==> src/rtl/qw_defs.vh <==
`ifndef QW_DEFS_VH
`define QW_DEFS_VH

// opcodes
`define QW_OP_WORD_READ  8'he7
`define QW_OP_PROGRAM    8'h02
`define QW_OP_SECT_WIPE  8'h20
`define QW_OP_BLK_WIPE   8'h52
`define QW_OP_WR_ENABLE  8'h06
`define QW_OP_RD_STATUS  8'h05
`define QW_OP_MODE_RESET 8'hff

// continuous mode marker in the upper nibble of the mode byte
`define QW_MODE_KEEP     4'ha

// phase lengths in serial clocks, less one (count of the last clock)
`define QW_CMD_CLKS      5'h07
`define QW_ADDR_SER_CLKS 5'h17
`define QW_ADDR_QD_CLKS  5'h05
`define QW_MODE_CLKS     5'h01
`define QW_DUMMY_CLKS    5'h01

// self-timed operation kinds
`define QW_KIND_PAGE     2'h0
`define QW_KIND_SECT     2'h1
`define QW_KIND_BLK      2'h2

// timing, each figure in its own unit, and the clock rate
`define QW_CLK_MHZ       50
`define QW_TPP_US        1000
`define QW_TSE_MS        60
`define QW_TBE_MS        120

`endif

==> src/rtl/qw_flash_seq.v <==
`timescale 1ns/1ps
`include "qw_defs.vh"

// Summary of operation
// - word read: mode byte, then two dummies
// - read from any byte, address increments
// - word read opcode taken only while quad enable set; continuous-mode frames skip the check
// - mode nibble A: next frame starts at address
// - other mode value: next frame needs opcode
// - mode reset command clears continuous mode
// - program data wraps inside the page
// - over 256 bytes: keep last 256
// - short program leaves other bytes unchanged
// - program ends on byte boundary, else dropped
// - program starts timed cycle, busy shown
// - latch cleared during cycle, status readable
// - protected page program not executed
// - sector wipe opcode, any address in sector
// - erase ends right after address, else dropped
// - sector wipe runs timed cycle, busy shown
// - protected sector wipe ignored
// - block wipe opcode, timed cycle
// - protected block wipe not executed
// - sample on rising, drive on falling
// - quad phases carry four bits per clock
module qw_flash_seq #(
    parameter [31:0] PP_CYCLES = `QW_TPP_US * `QW_CLK_MHZ,
    parameter [31:0] SE_CYCLES = `QW_TSE_MS * 1000 * `QW_CLK_MHZ,
    parameter [31:0] BE_CYCLES = `QW_TBE_MS * 1000 * `QW_CLK_MHZ
) (
    // clock and reset
    input  wire        clk_in,
    input  wire        rst_n_in,
    // serial pins
    input  wire        cs_n_in,
    input  wire        sclk_in,
    input  wire [3:0]  io_in,
    output wire [3:0]  io_out,
    output wire [3:0]  io_oe_out,
    // configuration
    input  wire        quad_enable_in,
    // protection lookup
    output wire [23:0] prot_addr_out,
    output wire [1:0]  prot_kind_out,
    input  wire        prot_hit_in,
    // status
    output wire        write_in_progress_out,
    output wire        write_enable_latch_out,
    output wire        cont_mode_out,
    // array read port
    output wire [23:0] mem_rd_addr_out,
    output wire        mem_rd_en_out,
    input  wire [7:0]  mem_rd_data_in,
    // array modify port
    output wire        op_start_out,
    output wire [1:0]  op_kind_out,
    output wire [23:0] op_addr_out,
    input  wire [7:0]  buf_rd_addr_in,
    output wire [7:0]  buf_rd_data_out,
    output wire        buf_rd_mask_out
);

    // frame states
    localparam [3:0] ST_CMD   = 4'h0;  // shifting opcode
    localparam [3:0] ST_ADDR  = 4'h1;  // shifting address
    localparam [3:0] ST_MODE  = 4'h2;  // continuous mode byte
    localparam [3:0] ST_DUMMY = 4'h3;  // dummy clocks
    localparam [3:0] ST_RDATA = 4'h4;  // quad read data out
    localparam [3:0] ST_PDATA = 4'h5;  // program data in
    localparam [3:0] ST_EWAIT = 4'h6;  // erase waits for cs rise
    localparam [3:0] ST_STAT  = 4'h7;  // status byte out
    localparam [3:0] ST_DONE  = 4'h8;  // one-byte command taken
    localparam [3:0] ST_IGN   = 4'h9;  // rest of frame ignored

    // synchronised pins
    wire [5:0] pin_s;
    wire       cs_s   = pin_s[5];
    wire       sclk_s = pin_s[4];
    wire [3:0] io_s   = pin_s[3:0];

    reg        cs_d_reg;     // previous cs level for edges
    reg        sclk_d_reg;   // previous sclk level for edges
    reg [3:0]  state_reg;
    reg [4:0]  cnt_reg;      // clocks within the phase
    reg [7:0]  cmd_reg;      // opcode of the frame
    reg [23:0] addr_reg;     // address being shifted / read pointer
    reg [7:0]  byte_reg;     // program byte or mode byte shifter
    reg        quad_reg;     // address phase is four bits wide
    reg        cont_reg;     // continuous read mode held
    reg        nib_reg;      // next fall drives low nibble
    reg [7:0]  rbyte_reg;    // byte being sent on a read
    reg        rd_pend_reg;  // array read answer due this cycle
    reg        rd_en_reg;
    reg [7:0]  poff_reg;     // program write offset in page
    reg        pany_reg;     // at least one whole byte received
    reg [2:0]  sbit_reg;     // status bit pointer
    reg [3:0]  io_reg;
    reg        wel_reg;
    reg [31:0] busy_reg;     // remaining cycles of timed operation
    reg        start_reg;
    reg [1:0]  kind_reg;
    reg [23:0] op_addr_reg;
    reg        buf_clr_reg;
    reg        buf_we_reg;
    reg [7:0]  buf_wa_reg;
    reg [7:0]  buf_wd_reg;

    wire busy      = (busy_reg != 32'h0);
    wire cs_fall   = ~cs_s & cs_d_reg;
    wire cs_rise   = cs_s & ~cs_d_reg;
    // clock edges only count while selected
    wire sclk_rise = sclk_s & ~sclk_d_reg & ~cs_s;
    wire sclk_fall = ~sclk_s & sclk_d_reg & ~cs_s;
    wire [7:0] op_now = {cmd_reg[6:0], io_s[0]};
    wire [7:0] sbyte  = {6'h00, wel_reg, busy};
    wire [1:0] ekind  = (cmd_reg == `QW_OP_SECT_WIPE) ?
                        `QW_KIND_SECT : `QW_KIND_BLK;
    wire [1:0] pkind  = (cmd_reg == `QW_OP_PROGRAM) ?
                        `QW_KIND_PAGE : ekind;

    // pins pass two flops before anything reads them
    qw_sync #(
        .W(6)
    ) u_sync (
        .clk_in   (clk_in),
        .rst_n_in (rst_n_in),
        .d_in     ({cs_n_in, sclk_in, io_in}),
        .q_out    (pin_s)
    );

    // program data staging, drained by the array during the cycle
    qw_page_buf #(
        .AW(8),
        .DW(8)
    ) u_buf (
        .clk_in      (clk_in),
        .rst_n_in    (rst_n_in),
        .clr_in      (buf_clr_reg),
        .wr_en_in    (buf_we_reg),
        .wr_addr_in  (buf_wa_reg),
        .wr_data_in  (buf_wd_reg),
        .rd_addr_in  (buf_rd_addr_in),
        .rd_data_out (buf_rd_data_out),
        .rd_mask_out (buf_rd_mask_out)
    );

    // edge history of the synchronised pins
    always @(posedge clk_in or negedge rst_n_in) begin
        if (!rst_n_in) begin
            cs_d_reg   <= 1'b1;
            sclk_d_reg <= 1'b1;  // same as sync reset, no false edge
        end else begin
            cs_d_reg   <= cs_s;
            sclk_d_reg <= sclk_s;
        end
    end

    // frame decoder: rising edges sample, falling edges drive
    always @(posedge clk_in or negedge rst_n_in) begin
        if (!rst_n_in) begin
            state_reg   <= ST_CMD;
            cnt_reg     <= 5'h00;
            cmd_reg     <= 8'h00;
            addr_reg    <= 24'h000000;
            byte_reg    <= 8'h00;
            quad_reg    <= 1'b0;
            cont_reg    <= 1'b0;
            nib_reg     <= 1'b0;
            rbyte_reg   <= 8'h00;
            rd_pend_reg <= 1'b0;
            rd_en_reg   <= 1'b0;
            poff_reg    <= 8'h00;
            pany_reg    <= 1'b0;
            sbit_reg    <= 3'h7;
            io_reg      <= 4'h0;
            wel_reg     <= 1'b0;
            busy_reg    <= 32'h0;
            start_reg   <= 1'b0;
            kind_reg    <= `QW_KIND_PAGE;
            op_addr_reg <= 24'h000000;
            buf_clr_reg <= 1'b0;
            buf_we_reg  <= 1'b0;
            buf_wa_reg  <= 8'h00;
            buf_wd_reg  <= 8'h00;
        end else begin
            // one-cycle strobes default low
            start_reg   <= 1'b0;
            rd_en_reg   <= 1'b0;
            buf_clr_reg <= 1'b0;
            buf_we_reg  <= 1'b0;
            rd_pend_reg <= rd_en_reg;
            if (rd_pend_reg) begin
                rbyte_reg <= mem_rd_data_in;
            end
            if (busy) begin
                busy_reg <= busy_reg - 32'h1;
            end

            if (cs_fall) begin
                if (cont_reg) begin
                    state_reg <= ST_ADDR;
                    cmd_reg   <= `QW_OP_WORD_READ;
                    quad_reg  <= 1'b1;
                end else begin
                    state_reg <= ST_CMD;
                    cmd_reg   <= 8'h00;
                    quad_reg  <= 1'b0;
                end
                cnt_reg  <= 5'h00;
                nib_reg  <= 1'b0;
                pany_reg <= 1'b0;
                sbit_reg <= 3'h7;
            end else if (cs_rise) begin
                state_reg <= ST_CMD;
                case (state_reg)
                    ST_DONE: begin
                        if (cmd_reg == `QW_OP_WR_ENABLE) begin
                            wel_reg <= 1'b1;
                        end
                    end
                    ST_PDATA: begin
                        // only whole bytes end a program
                        if (cnt_reg[2:0] == 3'h0 && pany_reg &&
                            wel_reg && !prot_hit_in) begin
                            busy_reg    <= PP_CYCLES;
                            start_reg   <= 1'b1;
                            kind_reg    <= `QW_KIND_PAGE;
                            op_addr_reg <= {addr_reg[23:8], 8'h00};
                            wel_reg     <= 1'b0;
                        end
                    end
                    ST_EWAIT: begin
                        if (wel_reg && !prot_hit_in) begin
                            busy_reg    <= (ekind == `QW_KIND_SECT) ?
                                           SE_CYCLES : BE_CYCLES;
                            start_reg   <= 1'b1;
                            kind_reg    <= ekind;
                            op_addr_reg <= addr_reg;
                            wel_reg     <= 1'b0;
                        end
                    end
                    default: begin
                    end
                endcase
            end else if (sclk_rise) begin
                cnt_reg <= cnt_reg + 5'h01;
                case (state_reg)
                    ST_CMD: begin
                        cmd_reg <= op_now;
                        if (cnt_reg == `QW_CMD_CLKS) begin
                            cnt_reg <= 5'h00;
                            if (busy && op_now != `QW_OP_RD_STATUS) begin
                                state_reg <= ST_IGN;
                            end else begin
                                case (op_now)
                                    `QW_OP_WORD_READ: begin
                                        quad_reg  <= 1'b1;
                                        state_reg <= quad_enable_in ?
                                                     ST_ADDR : ST_IGN;
                                    end
                                    `QW_OP_PROGRAM: begin
                                        buf_clr_reg <= 1'b1;
                                        state_reg   <= ST_ADDR;
                                    end
                                    `QW_OP_SECT_WIPE: state_reg <= ST_ADDR;
                                    `QW_OP_BLK_WIPE:  state_reg <= ST_ADDR;
                                    `QW_OP_WR_ENABLE: state_reg <= ST_DONE;
                                    `QW_OP_RD_STATUS: state_reg <= ST_STAT;
                                    `QW_OP_MODE_RESET: begin
                                        cont_reg  <= 1'b0;
                                        state_reg <= ST_IGN;
                                    end
                                    default: state_reg <= ST_IGN;
                                endcase
                            end
                        end
                    end
                    ST_ADDR: begin
                        // quad address four bits a clock
                        if (quad_reg) begin
                            addr_reg <= {addr_reg[19:0], io_s};
                        end else begin
                            addr_reg <= {addr_reg[22:0], io_s[0]};
                        end
                        if (quad_reg && cnt_reg == `QW_ADDR_QD_CLKS) begin
                            cnt_reg   <= 5'h00;
                            state_reg <= ST_MODE;
                        end else if (!quad_reg &&
                                     cnt_reg == `QW_ADDR_SER_CLKS) begin
                            cnt_reg   <= 5'h00;
                            poff_reg  <= {addr_reg[6:0], io_s[0]};
                            state_reg <= (cmd_reg == `QW_OP_PROGRAM) ?
                                         ST_PDATA : ST_EWAIT;
                        end
                    end
                    ST_MODE: begin
                        byte_reg <= {byte_reg[3:0], io_s};
                        if (cnt_reg == `QW_MODE_CLKS) begin
                            cnt_reg <= 5'h00;
                            cont_reg  <= (byte_reg[3:0] == `QW_MODE_KEEP);
                            state_reg <= ST_DUMMY;
                        end
                    end
                    ST_DUMMY: begin
                        if (cnt_reg == `QW_DUMMY_CLKS) begin
                            cnt_reg   <= 5'h00;
                            rd_en_reg <= 1'b1;
                            state_reg <= ST_RDATA;
                        end
                    end
                    ST_PDATA: begin
                        byte_reg <= {byte_reg[6:0], io_s[0]};
                        if (cnt_reg[2:0] == 3'h7) begin
                            buf_we_reg <= 1'b1;
                            buf_wa_reg <= poff_reg;
                            buf_wd_reg <= {byte_reg[6:0], io_s[0]};
                            poff_reg   <= poff_reg + 8'h01;
                            pany_reg   <= 1'b1;
                        end
                    end
                    ST_EWAIT: begin
                        state_reg <= ST_IGN;
                    end
                    ST_DONE: begin
                        state_reg <= ST_IGN;
                    end
                    default: begin
                        cnt_reg <= 5'h00;
                    end
                endcase
            end else if (sclk_fall) begin
                if (state_reg == ST_RDATA) begin
                    if (!nib_reg) begin
                        io_reg  <= rbyte_reg[7:4];
                        nib_reg <= 1'b1;
                    end else begin
                        io_reg    <= rbyte_reg[3:0];
                        nib_reg   <= 1'b0;
                        addr_reg  <= addr_reg + 24'h000001;
                        rd_en_reg <= 1'b1;
                    end
                end else if (state_reg == ST_STAT) begin
                    io_reg   <= {2'b00, sbyte[sbit_reg], 1'b0};
                    sbit_reg <= sbit_reg - 3'h1;
                end
            end
        end
    end

    // the read pointer is the fetch address; it steps to the next byte as the low nibble goes out
    assign mem_rd_addr_out = addr_reg;
    assign mem_rd_en_out   = rd_en_reg;

    // drivers enabled only in the output phases
    assign io_oe_out = (state_reg == ST_RDATA) ? 4'hf :
                       (state_reg == ST_STAT)  ? 4'h2 : 4'h0;
    assign io_out    = io_reg;

    // protection query follows the latched address
    assign prot_addr_out = addr_reg;
    assign prot_kind_out = pkind;

    // status and array control
    assign write_in_progress_out  = busy;
    assign write_enable_latch_out = wel_reg;
    assign cont_mode_out          = cont_reg;
    assign op_start_out           = start_reg;
    assign op_kind_out            = kind_reg;
    assign op_addr_out            = op_addr_reg;

endmodule // qw_flash_seq

==> src/rtl/qw_sync.v <==
`timescale 1ns/1ps

// two-stage synchroniser for a bundle of unrelated level inputs
module qw_sync #(
    parameter W = 6
) (
    // clock and reset
    input  wire         clk_in,
    input  wire         rst_n_in,
    // async side
    input  wire [W-1:0] d_in,
    // synchronised side
    output wire [W-1:0] q_out
);

    reg [W-1:0] meta_reg;  // first stage, read only by stage two
    reg [W-1:0] sync_reg;  // second stage, safe to use

    // plain double flop; bits may resolve on different cycles
    always @(posedge clk_in or negedge rst_n_in) begin
        if (!rst_n_in) begin
            meta_reg <= {W{1'b1}};
            sync_reg <= {W{1'b1}};
        end else begin
            meta_reg <= d_in;
            sync_reg <= meta_reg;
        end
    end

    assign q_out = sync_reg;

endmodule // qw_sync

==> src/rtl/qw_page_buf.v <==
`timescale 1ns/1ps

// page buffer with one written-flag per byte, registered read port
module qw_page_buf #(
    parameter AW = 8,
    parameter DW = 8
) (
    // clock and reset
    input  wire          clk_in,
    input  wire          rst_n_in,
    // fill side
    input  wire          clr_in,
    input  wire          wr_en_in,
    input  wire [AW-1:0] wr_addr_in,
    input  wire [DW-1:0] wr_data_in,
    // drain side
    input  wire [AW-1:0] rd_addr_in,
    output wire [DW-1:0] rd_data_out,
    output wire          rd_mask_out
);

    localparam DEPTH = 1 << AW;

    reg [DW-1:0]    mem_reg [0:DEPTH-1];  // byte storage, no reset
    reg [DEPTH-1:0] mask_reg;             // byte was sent this frame
    reg [DW-1:0]    rd_data_reg;
    reg             rd_mask_reg;

    // data store; a later byte to the same offset simply replaces it
    always @(posedge clk_in) begin
        if (wr_en_in) begin
            mem_reg[wr_addr_in] <= wr_data_in;
        end
    end

    // flags cleared per frame so untouched bytes stay unchanged
    always @(posedge clk_in or negedge rst_n_in) begin
        if (!rst_n_in) begin
            mask_reg <= {DEPTH{1'b0}};
        end else begin
            // a byte landing with the clear still counts: set wins
            if (clr_in) begin
                mask_reg <= {DEPTH{1'b0}};
            end
            if (wr_en_in) begin
                mask_reg[wr_addr_in] <= 1'b1;
            end
        end
    end

    // registered read for the array side
    always @(posedge clk_in or negedge rst_n_in) begin
        if (!rst_n_in) begin
            rd_data_reg <= {DW{1'b0}};
            rd_mask_reg <= 1'b0;
        end else begin
            rd_data_reg <= mem_reg[rd_addr_in];
            rd_mask_reg <= mask_reg[rd_addr_in];
        end
    end

    assign rd_data_out = rd_data_reg;
    assign rd_mask_out = rd_mask_reg;

endmodule // qw_page_buf

==> config.mk <==
export PLATFORM = sky130hd
export DESIGN_NAME = qw_flash_seq
export DESIGN_NICKNAME = d
export VERILOG_FILES = /design/src/rtl/qw_flash_seq.v /design/src/rtl/qw_sync.v /design/src/rtl/qw_page_buf.v
export VERILOG_INCLUDE_DIRS = /design/src /design/src/rtl
export SDC_FILE = /design/constraint.sdc
export NUM_CORES = 2
export LEC_CHECK = 0
export ABC_CLOCK_PERIOD_IN_PS = 12200
export BUFFER_PORTS_ARGS = -buffer_cell sky130_fd_sc_hd__buf_2
export CAP_MARGIN = 40
export CORE_ASPECT_RATIO = 0.6
export CORE_MARGIN = 2
export CORE_UTILIZATION = 35
export DETAILED_ROUTE_END_ITERATION = 10
export PLACE_DENSITY = 0.53
export REMOVE_ABC_BUFFERS = 1
export SLEW_MARGIN = 20
export SYNTH_ARGS = -nofsm -noshare
export SYNTH_HDL_FRONTEND = slang
export SYNTH_SLANG_ARGS = --single-unit
==> constraint.sdc <==
create_clock -name clk_in -period 12.2 [get_ports clk_in]
set_clock_uncertainty 0.05 [all_clocks]
set_input_delay 2.44 -clock clk_in [delete_from_list [all_inputs] [get_ports clk_in]]
set_output_delay 2.44 -clock clk_in [all_outputs]
set_load 0.01 [all_outputs]
==> flow_summary.ini <==
[synth]
ys_ff_latch = 2482
yosysUniqueCellTypes = 76
ys_seq_area_share_pct = 72.9
synth_ff_type = edfxtp_1
synth.most_common_cell = edfxtp_1
netlist_area_sq_um = 99400
syn_area_per_cell_sq_um = 17.7
ys_warn_count = 0
synth_cells = 5603
synthSimpleGateAreaFrac_pct = 3.59
synth_compound_area_share_pct = 5.44
synth_common_cells = edfxtp_1, mux4_2, dfrtp_1
synth_fa_ha_area_share_pct = 0.139
synthTopCellsByArea = edfxtp_1, mux4_2, dfrtp_1
synth_top_cell_by_area = edfxtp_1
synth_edf_count = 2048
synthArstFlopShare_pct = 17.5
synth_top_family_by_area = multiplexers
synthMuxAreaShare_pct = 14.7
yosysTopAreaCellShare_pct = 61.9
synth_xor_area_share_pct = 0.264

[sta]
period_share_pct = 49.1
worst_slack_ns = 6.21
rsz0062_at_grt = no
slew_headroom_pct = 24.0
tns_ns = 0
post-route-min-period_ns = 5.99
finalSetupViolations = 0
fmax_mhz = 167
slew_viol_final = 0
finalHoldViolations = 0
worst_slew_pin_slew_ns = 1.14

[floorplanning]
core_sq_um = 282000
die_w_um = 692
initial_utilization_pct = 35.2
ioPinCount = 124
num_rows = 151
dieArea_sq_um = 288000
die_h_um = 417

[pwr]
combPwrFrac_pct = 4.5
p_seq_share_pct = 54.6
power.share.switching_pct = 22.4
finalPower_uw = 16900
vdd_drop_max_v = 0.000124
p_sw_uw = 3800
clock_power_share_pct = 40.9
p_leak_uw = 0.0328
pwr_density_cell_nw_per_um2 = 149
p_int_uw = 13100

[drt]
drt-pass1-iter-count = 6
drt-total-wl_mm = 286
wl_per_cell_um = 29.0
vias_per_cell = 5.66
drt_drc_violations_left = 0
ant_nets = 0
initialDrtViolationCount = 7471
dr_total_vias = 55800

[finish]
largest_reg_flops = 2048
nets = 5958
fin_cells = 9854
fillers = 25400
drive_gt1_share_pct = 24.1
area_growth_pct = 14.2

[clocking]
clockBufferDepth = 4
numCtsBuffers = 226
cts_sinks = 2482
post-cts-setup-buffers = 0
root_buffer = clkbuf_16
clock_latency_ns = 0.88
cts_resized = 0
clk_pin_slew_worst_paths_ns = 0.06
cts_htree_levels = 4
ctsHoldBuffers = 0
tritoncts = yes

[min_path]
min_path_cells = 0
holdPathEnd = u_sync.q_out[4]$_DFF_PN1_
hold_class = register to register
min_from = u_sync.meta_reg[4]$_DFF_PN1_

[run]
cap_violations = 0

[worst_setup_path]
start_kind = primary input
cp.arrival_ns = 6.70
endpoint_kind = register
r2r_end = u_buf.mem_reg[14][3]$_DFFE_PP_
ff2ff_path_depth = 4
required_ns = 12.91
reg2reg_from = buf_wa_reg[0]$_DFFE_PN0P_
worst-path-max-fanout = 73
setup.worst_path.class = primary input to register
regToRegSetupSlack_ns = 8.86

[global_routing]
grt_first_pass_wirelength_mm = 409
antenna_found_initial = 16
grt_max_degree = 174
grtUsageTotal_pct = 19.5
grt_pass1_vias = 53300
grt_remaining_overflow = 0

[status]
status = completed

[placed_design]
dpl.hpwl_mm = 180
dp.cells = 9348
port_buffers = 123
gp_congestion = 0.815
post-place-ws_ns = 4.98
## layout make-up
cell class	instances	area (sq um)	area share, %
multi-input cells	2433	24200	21.3
clock buffers	287	6060	5.34
clock inverters	123	910	0.802
diodes	3	7.51	0.00662
flip-flops and latches	2482	72400	63.8
repair buffers	493	4130	3.64
well taps	3748	4690	4.13
inverters	285	1070	0.943
## layer usage
metal	global-route usage [%]	vias up	part of all wire, %	wire [um]
met5	0	-	0.0038	11
met4	3.47	2	1.7	4730
met3	5.52	303	11	31400
met2	25.1	2703	39	113000
met1	32.3	29900	48	137000
li1	-	22900	-	-
## worst max-delay path, stage by stage
cell,delay [ns]
buf_8,0.60
buf_4,0.51
buf_12,0.41
mux4_2,0.58
a221oi_1,0.90
o22ai_1,0.44
a211oi_1,0.36
nor3_1,0.09
## cell usage in the layout (no fill, tap or decap), types with 44 or more instances in the layout
master	count
o22ai_1	327
a21oi_1	115
clkinv_2	45
inv_1	282
dfrtp_1	408
clkbuf_16	230
nand2_1	167
a22o_1	52
buf_4	302
nor3_1	51
nor2_1	368
clkbuf_1	46
o221ai_1	53
a22oi_1	47
clkinv_1	44
o21ai_0	68
buf_2	130
mux2i_1	213
nand3_1	53
mux4_2	534
edfxtp_1	2048
## through the flow
stage	instance area [sq um]	hold slack, ns	utilization, %
2_1_floorplan	97500	0.295	-
3_3_place_gp	104000	0.296	36.8
3_5_place_dp	106000	0.297	37.4
4_1_cts	112000	0.304	39.8
5_1_grt	113000	0.307	40.2
6_report	113000	0.303	40.2
## worst max path at each step
stage / slack (ns) / to / startpoint
after floorplan: 7.47 / u_buf.mask_reg[0]$_DFF_PN0_ / buf_clr_reg$_DFF_PN0_
after global placement: 5.03 / u_buf.rd_data_out[1]$_DFF_PN0_ / buf_rd_addr_in[0]
after detailed placement: 4.98 / u_buf.rd_data_out[1]$_DFF_PN0_ / buf_rd_addr_in[0]
after CTS: 5.93 / u_buf.rd_data_out[1]$_DFF_PN0_ / buf_rd_addr_in[0]
after global routing: 6.07 / u_buf.rd_data_out[0]$_DFF_PN0_ / buf_rd_addr_in[0]
final: 6.21 / u_buf.rd_data_out[0]$_DFF_PN0_ / buf_rd_addr_in[0]
## power groups by stage
stage | Combinational [uW] | Sequential (uW) | Clock [uW]
6_report | 756 | 9250 | 6940
4_1_cts | 751 | 9250 | 7050
3_5_place_dp | 749 | 9430 | 0
3_3_place_gp | 739 | 9430 | 0
2_1_floorplan | 351 | 9400 | 0
5_1_grt | 815 | 9260 | 7410
## kinds of logic (layout without fill, tap and decap cells)
| group | count (synthesis) | after routing |
|---|---|---|
| flip-flops | 2482 | 2482 |
| buffers and inverters | 688 | 1188 |
| AND/OR/NAND/NOR | 795 | 795 |
| XOR/XNOR | 30 | 30 |
| adder cells (fa/ha/maj) | 11 | 11 |
| multiplexers | 789 | 789 |
| other | 0 | 3 |
| AO/OA/AOI/OAI | 808 | 808 |
(Power assumes the default switching activity.)
